`src/design/tmr16_regs.svh`:
```
// Register map, field positions and fixed counts of the 16-bit timer.
// Assumes a 16-bit plain register port with word addresses.
`ifndef TMR16_REGS_SVH
`define TMR16_REGS_SVH
`define TMR_A_CTRL_A 4'h0
`define TMR_A_CTRL_B 4'h1
`define TMR_A_COUNT 4'h2
`define TMR_A_CMP_A 4'h3
`define TMR_A_CMP_B 4'h4
`define TMR_A_CAPTURE 4'h5
`define TMR_A_FLAGS 4'h6
`define TMR_A_PIN_DIR 4'h7
`define TMR_CA_MASK 8'hF3
`define TMR_CB_MASK 8'hDF
`define TMR_CB_FILT 7
`define TMR_CB_EDGE 6
`define TMR_CB_WGMH_HI 4
`define TMR_CB_WGMH_LO 3
`define TMR_CB_CS_HI 2
`define TMR_FL_OVF 0
`define TMR_FL_MA 1
`define TMR_FL_MB 2
`define TMR_FL_CAP 3
`define TMR_BOTTOM 16'h0000
`define TMR_MAX 16'hFFFF
`define TMR_TOP8 16'h00FF
`define TMR_TOP9 16'h01FF
`define TMR_TOP10 16'h03FF
`define TMR_DIV8 10'h007
`define TMR_DIV64 10'h03F
`define TMR_DIV256 10'h0FF
`define TMR_DIV1024 10'h3FF
`define TMR_FILT_ONES 4'hF
`define TMR_FILT_ZERO 4'h0
`endif

```
`src/design/tmr16_pkg.sv`:
```
// Types shared by the 16-bit timer.
// Assumes nothing beyond the register header.
package tmr16_pkg;
    // Waveform family decoded from the 4-bit mode, Gray coded
    typedef enum logic [2:0] {
        TMR16_NORMAL = 3'h0,
        TMR16_CTC = 3'h1,
        TMR16_FAST = 3'h3,
        TMR16_PC = 3'h2,
        TMR16_PFC = 3'h6,
        TMR16_RSV = 3'h7
    } tmr16_kind_e;
    typedef logic [3:0] tmr16_wgm_t;
endpackage

```
`src/design/tmr16_top.sv`:
```
// 16-bit timer with waveform generation on two channels and input capture.
// Assumes a synchronous register port and pins already synchronous to I_CLK.
`timescale 1ns/1ps
`include "tmr16_regs.svh"

// Operation
// RQ1 - Phase-frequency mode loads compares at bottom
// RQ2 - Pin driven only when direction bit set
// RQ3 - Dual slope period is twice prescale times top
// RQ4 - Dual slope compare at bottom/top holds level
// RQ5 - Counter advances only on timer tick
// RQ6 - Control A field layout, reset zero
// RQ7 - Nonzero output mode overrides port function; 01 in PWM modes keeps port data except on channel A with mode bit 3 set
// RQ8 - Non-PWM modes: off, toggle, clear, set
// RQ9 - Fast PWM: clear/set on match, reverse at top
// RQ10 - Fast PWM compare equal top ignores match
// RQ11 - Dual slope: action by count direction
// RQ12 - Mode built from both control registers
// RQ13 - Normal and clear-on-match update immediately
// RQ14 - Phase correct: fixed or register top
// RQ15 - Fast PWM: top selection, update at top
// RQ16 - Phase-frequency: top from capture or compare
// RQ17 - Control B field layout, reset zero
// RQ18 - Filter needs four equal samples
// RQ19 - Edge select: zero falling, one rising
// RQ20 - Capture copies counter and sets flag
// RQ21 - Capture off when capture sets top
// RQ22 - Software prefers compare A as top
// RQ23 - Bottom is zero, dual slope up/down
// RQ24 - Clock select: stop, five dividers, external
// RQ25 - Match flag set on following tick
// RQ26 - Flags cleared by writing one
module tmr16_top
    import tmr16_pkg::*;
(
    input wire logic I_CLK, // Clock, 40 MHz
    input wire logic I_RSTN, // Synchronous reset, low
    input wire logic [3:0] I_ADDR, // Register word address
    input wire logic [15:0] I_WDATA, // Write data
    input wire logic I_WR, // Write strobe
    input wire logic I_RD, // Read strobe
    output logic [15:0] O_RDATA, // Read data, cycle after strobe
    input wire logic I_CAPTURE_PIN, // Capture input pin
    input wire logic I_EXT_CLK, // External count pin
    input wire logic [1:0] I_PORT_DATA, // Normal port data, bit0 = A
    output logic [1:0] O_PIN_OUT, // Pin level, bit0 = A
    output logic [1:0] O_PIN_OE // Pin drive enable, bit0 = A
);
    logic [7:0] ctrl_a;
    logic [7:0] ctrl_b;
    logic [15:0] count;
    logic dir;
    logic [15:0] cmp_buf [2];
    logic [15:0] cmp_act [2];
    logic [15:0] capture_value;
    logic [3:0] flags;
    logic [1:0] pin_dir;
    logic [9:0] pre;
    logic ext_q;
    logic cap_s;
    logic [3:0] cap_h;
    logic cap_f;
    logic cap_prev;
    logic [1:0] wave;
    logic [1:0] pend;

    // Register strobes
    wire wr_ca = I_WR && (I_ADDR == `TMR_A_CTRL_A);
    wire wr_cb = I_WR && (I_ADDR == `TMR_A_CTRL_B);
    wire wr_cnt = I_WR && (I_ADDR == `TMR_A_COUNT);
    wire wr_cma = I_WR && (I_ADDR == `TMR_A_CMP_A);
    wire wr_cmb = I_WR && (I_ADDR == `TMR_A_CMP_B);
    wire wr_cap = I_WR && (I_ADDR == `TMR_A_CAPTURE);
    wire wr_fl = I_WR && (I_ADDR == `TMR_A_FLAGS);
    wire wr_dir = I_WR && (I_ADDR == `TMR_A_PIN_DIR);

    // Mode decode
    wire [2:0] clock_select = ctrl_b[`TMR_CB_CS_HI:0];
    wire capture_filter_en = ctrl_b[`TMR_CB_FILT];
    wire capture_edge_sel = ctrl_b[`TMR_CB_EDGE];
    wire [1:0] wave_gen_mode_low = ctrl_a[1:0];
    wire [1:0] wave_gen_mode_high = ctrl_b[`TMR_CB_WGMH_HI:`TMR_CB_WGMH_LO];
    wire tmr16_wgm_t wave_gen_mode = {wave_gen_mode_high, wave_gen_mode_low}; // [RQ12]
    wire tmr16_kind_e kind =
        (wave_gen_mode == 4'h0) ? TMR16_NORMAL :
        (wave_gen_mode == 4'h4 || wave_gen_mode == 4'hC) ? TMR16_CTC :
        (wave_gen_mode == 4'h8 || wave_gen_mode == 4'h9) ? TMR16_PFC :
        (wave_gen_mode == 4'hD) ? TMR16_RSV :
        (wave_gen_mode[3:2] == 2'h0 || wave_gen_mode[3:1] == 3'h5) ? TMR16_PC :
        TMR16_FAST;
    // Capture register sets top in modes 8, 10, 12 and 14
    wire icr_top = wave_gen_mode[3] && !wave_gen_mode[0]; // [RQ21]
    wire [15:0] top_val = // [RQ13] [RQ14] [RQ15] [RQ16]
        (kind == TMR16_NORMAL || kind == TMR16_RSV) ? `TMR_MAX :
        icr_top ? capture_value :
        wave_gen_mode[3] || wave_gen_mode == 4'h4 ? cmp_act[0] :
        (wave_gen_mode[1:0] == 2'h1) ? `TMR_TOP8 :
        (wave_gen_mode[1:0] == 2'h2) ? `TMR_TOP9 : `TMR_TOP10;
    wire dual = (kind == TMR16_PC) || (kind == TMR16_PFC);
    wire at_top = (count == top_val);
    wire at_bot = (count == `TMR_BOTTOM); // [RQ23]

    // Prescaler taps; a 10-bit free count keeps all dividers in phase
    wire ext_fall = ext_q && !I_EXT_CLK;
    wire ext_rise = !ext_q && I_EXT_CLK;
    wire timer_tick = // [RQ24] [RQ3]
        (clock_select == 3'h1) ? 1'b1 :
        (clock_select == 3'h2) ? ((pre & `TMR_DIV8) == `TMR_DIV8) :
        (clock_select == 3'h3) ? ((pre & `TMR_DIV64) == `TMR_DIV64) :
        (clock_select == 3'h4) ? ((pre & `TMR_DIV256) == `TMR_DIV256) :
        (clock_select == 3'h5) ? (pre == `TMR_DIV1024) :
        (clock_select == 3'h6) ? ext_fall :
        (clock_select == 3'h7) ? ext_rise : 1'b0;

    always_ff @(posedge I_CLK) begin
        if (!I_RSTN) begin
            pre <= 10'h000;
            ext_q <= 1'b0;
        end else begin
            pre <= (clock_select == 3'h0) ? 10'h000 : pre + 10'h001;
            ext_q <= I_EXT_CLK;
        end
    end

    // Counter sequence; dual slope stays at top and bottom for one tick
    wire [15:0] cnt_inc = count + 16'h0001;
    wire [15:0] cnt_dec = count - 16'h0001;
    wire [15:0] next_count =
        !dual ? ((kind == TMR16_NORMAL || kind == TMR16_RSV) ? cnt_inc :
                 (at_top ? `TMR_BOTTOM : cnt_inc)) :
        dir ? (at_top ? cnt_dec : cnt_inc) :
        (at_bot ? cnt_inc : cnt_dec); // [RQ23]
    wire next_dir = !dual ? 1'b1 : dir ? !at_top : at_bot;

    always_ff @(posedge I_CLK) begin
        if (!I_RSTN) begin
            count <= `TMR_BOTTOM;
            dir <= 1'b1;
        end else if (wr_cnt) begin
            count <= I_WDATA;
        end else if (timer_tick) begin // [RQ5]
            count <= next_count;
            dir <= next_dir;
        end
    end

    // Compare update point: immediate, at top, or at bottom
    wire imm_upd = (kind == TMR16_NORMAL) || (kind == TMR16_CTC) || (kind == TMR16_RSV);
    wire buf_upd = imm_upd || (timer_tick && ((kind == TMR16_PFC) ? at_bot : at_top)); // [RQ1]

    // Overflow point per mode family
    wire ovf_set = timer_tick && (dual ? at_bot : // [RQ14] [RQ16]
        (kind == TMR16_FAST) ? at_top : (count == `TMR_MAX)); // [RQ13] [RQ15]

    // Capture filter and edge; pins are synchronous so one stage suffices
    wire cap_src = capture_filter_en ? cap_f : cap_s;
    wire cap_edge = capture_edge_sel ? (cap_src && !cap_prev) : (!cap_src && cap_prev); // [RQ19]
    wire cap_event = cap_edge && !icr_top; // [RQ21]

    always_ff @(posedge I_CLK) begin
        if (!I_RSTN) begin
            cap_s <= 1'b0;
            cap_h <= `TMR_FILT_ZERO;
            cap_f <= 1'b0;
            cap_prev <= 1'b0;
        end else begin
            cap_s <= I_CAPTURE_PIN;
            cap_h <= {cap_h[2:0], cap_s};
            if (cap_h == `TMR_FILT_ONES || cap_h == `TMR_FILT_ZERO) begin // [RQ18]
                cap_f <= cap_h[0];
            end
            cap_prev <= cap_src;
        end
    end

    // Capture register: hardware capture wins over software write
    always_ff @(posedge I_CLK) begin
        if (!I_RSTN) begin
            capture_value <= `TMR_BOTTOM;
        end else if (cap_event) begin
            capture_value <= count; // [RQ20]
        end else if (wr_cap) begin
            capture_value <= I_WDATA;
        end
    end

    // Per-channel compare, waveform and pin logic
    logic [1:0] match_set;
    logic [1:0] next_wave;
    logic [1:0] connected;
    genvar ch;
    generate
        for (ch = 0; ch < 2; ch++) begin : g_ch
            wire [1:0] out_mode = (ch == 0) ? ctrl_a[7:6] : ctrl_a[5:4];
            wire [15:0] cv = cmp_act[ch];
            wire hit = timer_tick && (count == cv);
            wire tog_ok = (ch == 0) && wave_gen_mode[3]; // Channel B 01 is reserved in the PWM modes
            wire non_pwm = (kind == TMR16_NORMAL) || (kind == TMR16_CTC);
            // Matches flag on the next tick, as the counter passed the value
            assign match_set[ch] = timer_tick && pend[ch]; // [RQ25]
            assign connected[ch] = (out_mode != 2'h0) && // [RQ7]
                (non_pwm || out_mode != 2'h1 || tog_ok); // [RQ9]
            assign next_wave[ch] =
                non_pwm ? (!hit ? wave[ch] : (out_mode == 2'h1) ? !wave[ch] : // [RQ8]
                    (out_mode == 2'h0) ? wave[ch] : out_mode[0]) :
                (out_mode == 2'h1) ? ((tog_ok && hit) ? !wave[ch] : wave[ch]) :
                (!out_mode[1] || !timer_tick || kind == TMR16_RSV) ? wave[ch] :
                (kind == TMR16_FAST) ? (at_top ? !out_mode[0] : // [RQ9] [RQ10]
                    hit ? out_mode[0] : wave[ch]) :
                (cv == `TMR_BOTTOM) ? out_mode[0] : // [RQ4]
                (cv == top_val) ? !out_mode[0] : // [RQ4]
                hit ? (dir ? out_mode[0] : !out_mode[0]) : wave[ch]; // [RQ11]

            always_ff @(posedge I_CLK) begin
                if (!I_RSTN) begin
                    cmp_buf[ch] <= `TMR_BOTTOM;
                    cmp_act[ch] <= `TMR_BOTTOM;
                    pend[ch] <= 1'b0;
                    wave[ch] <= 1'b0;
                    O_PIN_OUT[ch] <= 1'b0;
                    O_PIN_OE[ch] <= 1'b0;
                end else begin
                    if ((ch == 0) ? wr_cma : wr_cmb) begin
                        cmp_buf[ch] <= I_WDATA;
                    end
                    if (buf_upd) begin // [RQ1] [RQ13]
                        cmp_act[ch] <= cmp_buf[ch];
                    end
                    if (timer_tick) begin
                        pend[ch] <= hit;
                    end
                    wave[ch] <= next_wave[ch];
                    O_PIN_OUT[ch] <= connected[ch] ? next_wave[ch] : I_PORT_DATA[ch]; // [RQ7]
                    O_PIN_OE[ch] <= pin_dir[ch]; // [RQ2]
                end
            end
        end
    endgenerate

    // Flags: a set in the same cycle as a clear wins
    wire [3:0] flag_set = {cap_event, match_set[1], match_set[0], ovf_set};
    wire [3:0] flag_clr = wr_fl ? I_WDATA[3:0] : 4'h0;

    // Control, flag and direction registers
    always_ff @(posedge I_CLK) begin
        if (!I_RSTN) begin
            ctrl_a <= 8'h00; // [RQ6]
            ctrl_b <= 8'h00; // [RQ17]
            flags <= 4'h0;
            pin_dir <= 2'h0;
        end else begin
            if (wr_ca) begin
                ctrl_a <= I_WDATA[7:0] & `TMR_CA_MASK; // [RQ6]
            end
            if (wr_cb) begin
                ctrl_b <= I_WDATA[7:0] & `TMR_CB_MASK; // [RQ17]
            end
            flags <= (flags & ~flag_clr) | flag_set; // [RQ26]
            if (wr_dir) begin
                pin_dir <= I_WDATA[1:0];
            end
        end
    end

    // Read select; unmapped addresses read zero
    wire [15:0] rd_mux =
        (I_ADDR == `TMR_A_CTRL_A) ? {8'h00, ctrl_a} :
        (I_ADDR == `TMR_A_CTRL_B) ? {8'h00, ctrl_b} :
        (I_ADDR == `TMR_A_COUNT) ? count :
        (I_ADDR == `TMR_A_CMP_A) ? cmp_buf[0] :
        (I_ADDR == `TMR_A_CMP_B) ? cmp_buf[1] :
        (I_ADDR == `TMR_A_CAPTURE) ? capture_value :
        (I_ADDR == `TMR_A_FLAGS) ? {12'h000, flags} :
        (I_ADDR == `TMR_A_PIN_DIR) ? {14'h0000, pin_dir} : 16'h0000;

    always_ff @(posedge I_CLK) begin
        if (!I_RSTN) begin
            O_RDATA <= 16'h0000;
        end else begin
            O_RDATA <= I_RD ? rd_mux : 16'h0000;
        end
    end
endmodule // tmr16_top

```
`config.mk`:
```
export PLATFORM = sky130hd
export DESIGN_NAME = tmr16_top
export DESIGN_NICKNAME = d
export VERILOG_FILES = /design/src/design/tmr16_pkg.sv /design/src/design/tmr16_top.sv
export VERILOG_INCLUDE_DIRS = /design/src /design/src/design
export SDC_FILE = /design/constraint.sdc
export NUM_CORES = 1
export LEC_CHECK = 0
export BUFFER_PORTS_ARGS = -buffer_cell sky130_fd_sc_hd__buf_2
export CORE_UTILIZATION = 55
export CTS_BUF_LIST = sky130_fd_sc_hd__clkbuf_16
export DETAILED_ROUTE_END_ITERATION = 7
export PLACE_DENSITY = 0.73
export SYNTH_ARGS = -nofsm -noshare
export SYNTH_HDL_FRONTEND = slang
export SYNTH_SLANG_ARGS = --single-unit
```
`constraint.sdc`:
```
create_clock -name I_CLK -period 4.9 [get_ports I_CLK]
set_clock_uncertainty 0.1 [all_clocks]
set_input_delay 0.245 -clock I_CLK [delete_from_list [all_inputs] [get_ports I_CLK]]
set_output_delay 0.245 -clock I_CLK [all_outputs]
set_load 0.005 [all_outputs]
```
# Word-level counts from Yosys, hierarchy flattened
# Memories as Yosys holds them, arrays and structs flattened.
# Index checks and enable logic that the tools add are counted.
totals:
  regBits: 94
  ramBits: 64
  inputBits: 28
  out_inout_bits: 20
  wordCells: 242
  mem_count: 2
memory_table:
  columns: ["name", "words", "width", "read_ports", "rd_ports_with_merged_regs", "wr", "line", "text"]
  rows:
  - ["cmp_act", 2, 16, 2, 0, 2, "tmr16_top.sv:54", "logic [15:0] cmp_act [2];"]
  - ["cmp_buf", 2, 16, 2, 0, 2, "tmr16_top.sv:53", "logic [15:0] cmp_buf [2];"]
op_classes:
  add_sub_neg: 3
  eq_ne: 42
  muxes: 86
  bitwise: 11
  reduce_logical: 74
op_table:
  columns: ["op", "n"]
  rows:
  - ["two-way mux 16 bit", 21]
  - ["equality test 16 bit", 5]
  - ["two-way mux 1 bit", 54]
  - ["logical NOT 16 bit", 3]
  - ["equality test 3 bit, second input constant", 8]
  - ["logical AND 1 bit", 23]
  - ["equality test 4 x 3 -> 1 bit, second input constant", 5]
  - ["equality test 4 bit, second input constant", 5]
  - ["two-way mux 10 bit", 2]
  - ["logical OR 1 bit", 17]
  - ["adder 16 x 1 -> 16 bit, second input constant", 1]
  - ["equality test 16 bit, second input constant", 1]
  - ["two-way mux 8 bit", 2]
  - ["subtractor 16 x 1 -> 16 bit, second input constant", 1]
  - ["logical NOT 1 bit", 14]
  - ["equality test 3 x 2 -> 1 bit, second input constant", 4]
  - ["logical NOT 4 bit", 3]
  - ["two-way mux 3 bit", 4]
  - ["adder 10 x 1 -> 10 bit, second input constant", 1]
  - ["equality test 10 bit, second input constant", 1]
  - ["equality test 4 x 2 -> 1 bit, second input constant", 2]
  - ["equality test 8 bit, second input constant", 1]
  - ["two-way mux 4 bit", 2]
  - ["nonzero test 2 bit", 4]
  - ["17 further kinds", 32]

# Longest topological paths before layout
# Gate-level depths: netlist of the first run.
logic_depth:
  depth_word: 18
  mapped_depth: 16
  ltp_nobuf: 12

# Worst setup path before layout of the first run
# Ideal clock, no wire load.
synth_timing:
  path_type: "reg-to-reg"
  startpoint: "reg ctrl_a[0]"
  endpoint: "mem cmp_act[0][0], enable pin"
  setup_time_ns: 0.389
  arrival_time_ns: 4.021
  required_ns: 4.411
  slack_ns: 0.390
  path_stages_with_launch: 17
  path_buffers: 4
  synth_period_minus_slack_ns: 4.510
  cell_sequence: "dfxtp_1 -> buf_2 -> buf_2 -> inv_1 -> ha_1 -> and3b_1 -> buf_2 -> a22o_1 -> or4_1 -> o31ai_1 -> o21bai_1 -> nor4_2 -> mux2i_1 -> o22ai_1 -> clkbuf_1 -> inv_1 -> nand2_1"
synth_rtl:
  columns: ["element", "line", "text"]
  rows:
  - ["start, declared", "tmr16_top.sv:49", "logic [7:0] ctrl_a;"]
  - ["start signal, assigned", "tmr16_top.sv:253", "ctrl_a <= I_WDATA[7:0] & `TMR_CA_MASK;"]
  - ["end, declared", "tmr16_top.sv:54", null]

# Worst setup path in the final report of the first run
layout_timing:
  startpoint: "reg count[1]"
  endpoint: "reg count[4]"
layout_via:
  elab_chain_len: 6
  word_cells_on_any_way: 12
  cone_classes: "add/sub: 2; eq/ne: 1; mux: 8; reduce/logical: 1"
layout_lines:
  columns: ["element", "line", "text"]
  rows:
  - ["start, declared", "tmr16_top.sv:51", "logic [15:0] count;"]
  - ["start signal, assigned", "tmr16_top.sv:137", "count <= `TMR_BOTTOM;"]
  - ["start signal, assigned", "tmr16_top.sv:142", "count <= next_count;"]
  - ["adder 16 x 1 -> 16 bit (tied with other cells)", "tmr16_top.sv:126", "wire [15:0] cnt_inc = count + 16'h0001;"]
  - ["two-way mux 16 bit, on equally long branches", "tmr16_top.sv:130, tmr16_top.sv:131, tmr16_top.sv:132", null]
  - ["two-way mux 16 bit, on equally long branches", "tmr16_top.sv:129, tmr16_top.sv:131", null]
  - ["two-way mux 16 bit (*)", "tmr16_top.sv:129", "!dual ? ((kind == TMR16_NORMAL || kind == TMR16_RSV) ? cnt_inc :"]
  - ["two-way mux 16 bit (*)", "tmr16_top.sv:141", "end else if (timer_tick) begin"]
  - ["two-way mux 16 bit (*)", "tmr16_top.sv:139", "end else if (wr_cnt) begin"]
# Mark *: on every way between the ends. The rest lies on a longest branch, timed or not. The select of a mux whose other input is x is not followed.
# A chain may end at the register's enable or synchronous reset.

==> results.py, run 1 <==
metrics = {
    "power": {
        "pwr-share-comb_pct": 10.2,
        "power_switching_w": 0.0009188,
        "clock_power_share_pct": 43.0,
        "ir_worst_vdd_mv": 0.2075,
        "leakage_nw": 4.430,
        "power.density_nw_per_um2": 295.9,
        "swShare_pct": 28.37,
        "p_int_w": 0.002320,
        "power.share.sequential_pct": 46.8,
    },
    "worst_hold_path": {
        "hold_path.class": "in -> reg",
        "hold_path_startpoint": "I_WDATA[8]",
    },
    "placed_design": {
        "place_hpwl_um": 24290,
        "gpl.final_weighted_congestion": 0.9762,
        "dpl_worst_slack_ps": 653.1,
        "buffer_ports.inserted": 47,
        "placed_cells": 1396,
    },
    "clock_network": {
        "cts-htree-levels": 4,
        "clock_path_buffers": 2,
        "cts_root_buf": "sky130_fd_sc_hd__clkbuf_16",
        "clkSlewWorstSetupHoldPaths_ps": 70,
        "tritoncts_num_sinks": 158,
        "cts-buffers-inserted": 17,
        "tritoncts": "done",
        "clk_latency_ps": 430,
    },
    "floorplan": {
        "initial_utilization_pct": 57.05,
        "die_width_um": 136.6,
        "floorplan.core_area_um2": 17480,
        "ios": 48,
        "row_count": 48,
        "die_y_um": 136.6,
        "floorplan.die_area_um2": 18670,
    },
    "timing": {
        "final_period_minus_worst_setup_slack_ps": 4339,
        "timing.hold.ws_ps": 43.28,
        "finalCritPeriodShare_pct": 88.56,
        "final-max-slew-violation-count": 0,
        "tightest_pin_transition_ps": 1132,
        "achievable-frequency_mhz": 230.4,
        "hold_fails_final_rpt": 0,
        "layout_setup_ws_ps": 560.6,
        "number_of_failing_setup_endpoints_in_the_final_timing_report": 0,
        "grt_setup_unrepaired": "false",
        "slew_headroom_pct": 23.87,
        "totalNegativeSetupSlack_ps": 0,
    },
    "detailed_routing": {
        "remaining_drc_errors": 10,
        "antenna_violating_nets_post_route": 0,
        "drt-wirelength-per-cell_um": 23.93,
        "drtPass1Iterations": 8,
        "detail_route.wirelength_um": 34220,
        "via_density": 6.752,
        "detail_route.iter0.violations": 1319,
        "route.vias.total": 9655,
    },
    "global_routing": {
        "grt_antenna_before_repair": 0,
        "grt_first_pass_wirelength_um": 52350,
        "maximum_number_of_pins_on_one_net_before_global_route_repair": 43,
        "grt.total_usage_pct": 38.01,
        "grt_overflow_total": 0,
        "first_global_vias": 8716,
    },
    "yosys": {
        "ys_ff_latch": 158,
        "syn-mean-instance-area_um2": 8.330,
        "synth_area_um2": 9971,
        "yosysWarnings": 0,
        "synth-edff-count": 64,
        "ys.flop_type": "sky130_fd_sc_hd__dfxtp_1",
        "yosys.area.top_type": "sky130_fd_sc_hd__edfxtp_1",
        "netlist_top_cells_area": "sky130_fd_sc_hd__edfxtp_1 (19%), sky130_fd_sc_hd__dfxtp_1 (19%), sky130_fd_sc_hd__nand2_1 (4.1%), sky130_fd_sc_hd__nand3_1 (4.0%), sky130_fd_sc_hd__a21oi_1 (3.8%)",
        "synthCells": 1197,
        "synth-async-reset-ratio_pct": 0,
        "yosysTopAreaCellShare_pct": 19.27,
        "synth.yosys.seq_area_share_pct": 38.15,
        "synth.distinct_cells": 76,
        "synthesis.nets": 1231,
    },
    "layout": {
        "finish.net_count": 1226,
        "drive_above_1_share_pct": 10.62,
        "finish.cell_count_without_fillers": 1430,
        "finish.utilization_pct": 62.63,
        "area_growth_pct": 9.775,
        "n_antenna_cell": 0,
        "n_fill_cell": 1510,
    },
    "critical_path": {
        "critPathKind": "reg -> reg",
        "critical_path.max_stage_delay_ps": 510,
        "worstPathArrival_ps": 4560,
        "cp-startpoint": "count[1]",
        "worstPathCellList": "inv_1 -> ha_1 -> or3b_1 -> or4_1 -> nor3_1 -> nand3_1 -> nor3_1 -> nor2_1 -> o21ai_2 -> buf_4 -> mux2i_1 -> o21ai_0 -> a221o_1",
        "critical_path.reg2reg.startpoint": "count[1]",
        "worst_setup_path_end_kind": "flip-flop",
        "critical_path_required_ps": 5120,
        "crit_path_frequent_cell": "sky130_fd_sc_hd__nor3_1",
        "cpMaxStageDelayCell": "sky130_fd_sc_hd__o21ai_2",
        "start_kind": "flip-flop",
        "worstPathMaxFanout": 10,
    },
    "run_status": {
        "outcome": "complete, but fails checks",
        "violations": "DRC",
    },
    "flow_run": {
        "max_cap_viol_count": 0,
    },
}
==> cells by family after synthesis <==
family | Yosys count | synth area share (%)
fa+ha+maj | 6 | 0.7529
compound gates | 280 | 19.24
mux | 38 | 3.940
flops | 158 | 38.15
xor+xnor | 62 | 5.446
simple gates | 519 | 27.32
buf+inv | 134 | 5.157
==> synth_stat cells (12+ instances only) <==
cell type / number
sky130_fd_sc_hd__nor4_1: 23
sky130_fd_sc_hd__and2_1: 48
sky130_fd_sc_hd__nor2b_1: 29
sky130_fd_sc_hd__nor2_1: 86
sky130_fd_sc_hd__a22oi_1: 17
sky130_fd_sc_hd__o21ai_0: 47
sky130_fd_sc_hd__edfxtp_1: 64
sky130_fd_sc_hd__dfxtp_1: 94
sky130_fd_sc_hd__nor3_1: 20
sky130_fd_sc_hd__nand3_1: 79
sky130_fd_sc_hd__o211a_1: 16
sky130_fd_sc_hd__a21boi_0: 18
sky130_fd_sc_hd__inv_1: 35
sky130_fd_sc_hd__xor2_1: 36
sky130_fd_sc_hd__mux2i_1: 28
sky130_fd_sc_hd__a21oi_1: 75
sky130_fd_sc_hd__nand4_1: 12
sky130_fd_sc_hd__nand2_1: 110
sky130_fd_sc_hd__xnor2_1: 26
sky130_fd_sc_hd__clkbuf_1: 84
sky130_fd_sc_hd__and3_1: 52
==> per-layer routing <==
layer,global-route usage [%],routed length (um),share of wire [%],vias to the layer above
met5,0,0,0,-
met4,17.90,1635,4.8,0
met3,8.778,4042,12,132
met2,54.60,14280,42,660
met1,53.64,14260,42,4516
li1,-,-,-,4347
==> per-stage QoR <==
step	power [W]	instance area (um^2)
2_1_floorplan	0.001718	9971
5_1_grt	0.003313	10950
3_3_place_gp	0.001854	10320
6_report	0.003239	10950
3_5_place_dp	0.001855	10320
4_1_cts	0.003226	10950
==> final timing paths <==
check             endpoint  slack (ps)  cells after the start
setup reg to reg  count[4]         560                     13
hold / removal    count[8]          40                      3
setup / recovery  count[4]         560                     13
hold reg to reg     pre[0]         370                      1
==> layout make-up <==
type | count | area, um^2 | area share (%)
Clock buffer | 17 | 425.4 | 3.887
Multi-Input combinational cell | 905 | 5678 | 51.87
Clock inverter | 15 | 175.2 | 1.600
Tap cell | 225 | 281.5 | 2.572
Sequential cell | 158 | 3804 | 34.75
Timing Repair Buffer | 75 | 450.4 | 4.115
Inverter | 35 | 131.4 | 1.200
==> critical path: cells and delay by family, from the launching register on <==
family,cells,cell delay (ps)
flops,1,420
compound gates,3,920
buf+inv,2,430
mux,1,220
simple gates,6,1970
fa+ha+maj,1,170
==> placed cells by master, fill, tap and decap left out, types with 9 or more instances in the layout <==
cell                        instances
sky130_fd_sc_hd__o211a_1           16
sky130_fd_sc_hd__xor2_1            36
sky130_fd_sc_hd__edfxtp_1          64
sky130_fd_sc_hd__a21oi_1           75
sky130_fd_sc_hd__buf_4             26
sky130_fd_sc_hd__nor3_1            20
sky130_fd_sc_hd__o31ai_1            9
sky130_fd_sc_hd__nor4_1            22
sky130_fd_sc_hd__nor2b_1           29
sky130_fd_sc_hd__mux2i_1           28
sky130_fd_sc_hd__or4_1              9
sky130_fd_sc_hd__clkbuf_16         17
sky130_fd_sc_hd__a22oi_1           17
sky130_fd_sc_hd__dfxtp_1           94
sky130_fd_sc_hd__and3_1            52
sky130_fd_sc_hd__nand3_1           79
sky130_fd_sc_hd__mux2_2            10
sky130_fd_sc_hd__o21ai_0           47
sky130_fd_sc_hd__nand4_1           12
sky130_fd_sc_hd__a21boi_0          18
sky130_fd_sc_hd__and2_1            48
sky130_fd_sc_hd__xnor2_1           26
sky130_fd_sc_hd__nor2_1            85
sky130_fd_sc_hd__buf_2             47
sky130_fd_sc_hd__inv_1             36
sky130_fd_sc_hd__nand2_1          110
sky130_fd_sc_hd__nand2b_1          10
==> power groups by stage <==
stage          Combinational (W)  Clock, W  Sequential [W]
6_report                0.000330   0.00139         0.00152
4_1_cts                 0.000321   0.00140         0.00151
5_1_grt                 0.000357   0.00144         0.00152
2_1_floorplan           0.000232         0         0.00149
3_5_place_dp            0.000316         0         0.00154
3_3_place_gp            0.000316         0         0.00154
==> flip-flops by register name (all words and copies together), names as in the netlist, 4 cells and up <==
signal,cells
ctrl_b,7
pre,10
capture_value,16
O_RDATA,16
cmp_buf,32
count,16
cap_h,4
ctrl_a,6
cmp_act,32
flags,4
==> what timing repair did <==
action | CTS | global route
endpoints found under the hold margin | 2 | 0
gates resized for setup | 0 | 0
buffers inserted | 0 | 0
hold buffers | 2 | 0
Power figures use the tool's default switching activity.
==> run 2: changes to the inputs <==
--- a/config.mk
+++ b/config.mk
@@ -7,10 +7,12 @@
 export NUM_CORES = 1
 export LEC_CHECK = 0
 export BUFFER_PORTS_ARGS = -buffer_cell sky130_fd_sc_hd__buf_2
-export CORE_UTILIZATION = 55
+export CELL_PAD_IN_SITES_DETAIL_PLACEMENT = 0
+export CELL_PAD_IN_SITES_GLOBAL_PLACEMENT = 1
+export CORE_UTILIZATION = 48
 export CTS_BUF_LIST = sky130_fd_sc_hd__clkbuf_16
 export DETAILED_ROUTE_END_ITERATION = 7
-export PLACE_DENSITY = 0.73
+export PLACE_DENSITY_LB_ADDON = 0.1
 export SYNTH_ARGS = -nofsm -noshare
 export SYNTH_HDL_FRONTEND = slang
 export SYNTH_SLANG_ARGS = --single-unit
==> results.py, run 2 (same netlist as run 1, synthesis figures left out) <==
metrics = {
    "clock_network": {
        "holdBufCountCts": 2,
        "clkSlewWorstSetupHoldPaths_ps": 70,
        "cts_root_buf": "sky130_fd_sc_hd__clkbuf_16",
        "cts-htree-levels": 4,
        "tritoncts": "done",
        "clock_path_buffers": 2,
        "post-cts-setup-buffers": 0,
        "clk_latency_ps": 440,
        "postCtsResizedCells": 0,
        "tritoncts_num_sinks": 158,
        "cts-buffers-inserted": 17,
    },
    "layout": {
        "reg_top3": "cmp_act: 32 flops, cmp_buf: 32 flops",
        "area_growth_pct": 10.37,
        "finish.net_count": 1227,
        "mostFrequentLayoutCell": "sky130_fd_sc_hd__nand2_1",
        "drive_above_1_share_pct": 10.70,
        "finish.utilization_pct": 54.21,
        "n_antenna_cell": 0,
        "most-common-layout-cells": "sky130_fd_sc_hd__nand2_1 (110), sky130_fd_sc_hd__dfxtp_1 (94), sky130_fd_sc_hd__nor2_1 (85)",
    },
    "timing": {
        "final_period_minus_worst_setup_slack_ps": 4358,
        "tightest_pin_transition_ps": 1219,
        "number_of_failing_setup_endpoints_in_the_final_timing_report": 0,
        "final-max-slew-violation-count": 0,
        "grt_setup_unrepaired": "false",
        "slew_headroom_pct": 18.02,
        "finalCritPeriodShare_pct": 88.93,
        "achievable-frequency_mhz": 229.5,
        "totalNegativeSetupSlack_ps": 0,
        "hold_fails_final_rpt": 0,
        "layout_setup_ws_ps": 542.4,
    },
    "power": {
        "swShare_pct": 28.96,
        "power.share.sequential_pct": 47.6,
        "clock_power_share_pct": 41.8,
        "ir_worst_vdd_mv": 0.2159,
        "power.density_nw_per_um2": 288.1,
        "pwr-share-comb_pct": 10.5,
        "power_switching_w": 0.0009180,
        "p_int_w": 0.002252,
        "leakage_nw": 4.447,
    },
    "detailed_routing": {
        "drt-wirelength-per-cell_um": 23.88,
        "detail_route.wirelength_um": 35240,
        "m1WireLength_um": 15640,
        "route.vias.total": 9336,
        "dr_wl_met3_um": 2827,
        "detail_route.iter0.violations": 960,
        "via_density": 6.325,
        "remaining_drc_errors": 0,
        "antenna_violating_nets_post_route": 0,
        "wl_met2_um": 15440,
        "drtPass1Iterations": 5,
        "topRoutingLayerUsed": "met4",
    },
    "global_routing": {
        "maximum_number_of_pins_on_one_net_before_global_route_repair": 56,
        "grt_overflow_total": 0,
        "grt_antenna_before_repair": 0,
        "grt.total_usage_pct": 33.38,
        "first_global_vias": 8689,
        "grt_first_pass_wirelength_um": 53930,
    },
    "floorplan": {
        "ios": 48,
        "row_count": 52,
        "floorplan.core_area_um2": 20300,
        "die_width_um": 146.1,
        "die_y_um": 146.1,
        "floorplan.die_area_um2": 21350,
        "initial_utilization_pct": 49.12,
    },
    "critical_path": {
        "start_kind": "flip-flop",
        "worstPathMaxFanout": 11,
        "worst_setup_path_end_kind": "flip-flop",
        "critical_path_required_ps": 5110,
        "worstPathArrival_ps": 4570,
        "critPathKind": "reg -> reg",
    },
    "placed_design": {
        "place_hpwl_um": 25250,
        "buffer_ports.inserted": 47,
        "dpl_worst_slack_ps": 625.2,
        "gpl.final_weighted_congestion": 1.017,
    },
    "worst_hold_path": {
        "hold_path.class": "in -> reg",
    },
    "flow_run": {
        "max_cap_viol_count": 0,
    },
    "run_status": {
        "outcome": "finished clean",
    },
}
[run 2: power groups by stage]
stage	clock network, W	logic (W)	registers (W)
floorplan	0	0.000232	0.00149
global placement	0	0.000322	0.00154
detailed placement	0	0.000322	0.00154
CTS	0.00133	0.000325	0.00151
global route	0.00140	0.000359	0.00152
finish	0.00133	0.000333	0.00151
[run 2: metal layers]
| metal | GRT usage, % | vias up |
|---|---|---|
| li1 | - | 4340 |
| met1 | 47.12 | 4488 |
| met2 | 50.19 | 441 |
| met3 | 5.688 | 67 |
| met4 | 14.32 | 0 |
| met5 | 0 | - |
[run 2: cell type report]
cell class	instances	area, um^2
clock buffers	18	450.4
clock inverters	14	120.1
fillers	1955	9295
inverters	35	131.4
multi-input cells	905	5678
flip-flops and latches	158	3804
well taps	270	337.8
repair buffers	76	483.0
[run 2: metrics by stage]
step	hold slack, ps	area, um^2	instances	power [W]
after floorplan	266.7	9971	1197	0.001718
after global placement	347.0	10410	1442	0.001859
after detailed placement	341.6	10410	1442	0.001859
after CTS	39.07	11000	1476	0.003168
after global routing	70.10	11000	1476	0.003271
final	49.38	11000	1476	0.003170
[run 2: worst paths after layout]
| kind | from | to | slack, ps | depth (start not counted) |
|---|---|---|---|---|
| worst max-delay path | count[1] | count[6] | 540 | 12 |
| worst min-delay path | I_PORT_DATA[0] | O_PIN_OUT[0] | 50 | 3 |
| worst max register to register | count[1] | count[6] | 540 | 12 |
| worst min register to register | cap_s | cap_h[0] | 370 | 1 |
[run 2: worst max-delay path, stage by stage (launching register included)]
cell and delay, ps:
sky130_fd_sc_hd__dfxtp_1 450, sky130_fd_sc_hd__inv_1 180, sky130_fd_sc_hd__ha_1 180, sky130_fd_sc_hd__or3b_1 410, sky130_fd_sc_hd__or4_1 480, sky130_fd_sc_hd__nor3_1 420, sky130_fd_sc_hd__nand3_1 210, sky130_fd_sc_hd__nor3_1 370
sky130_fd_sc_hd__nor2_1 100, sky130_fd_sc_hd__o21ai_2 540, sky130_fd_sc_hd__mux2_2 410, sky130_fd_sc_hd__nor3b_1 140, sky130_fd_sc_hd__a221o_1 270
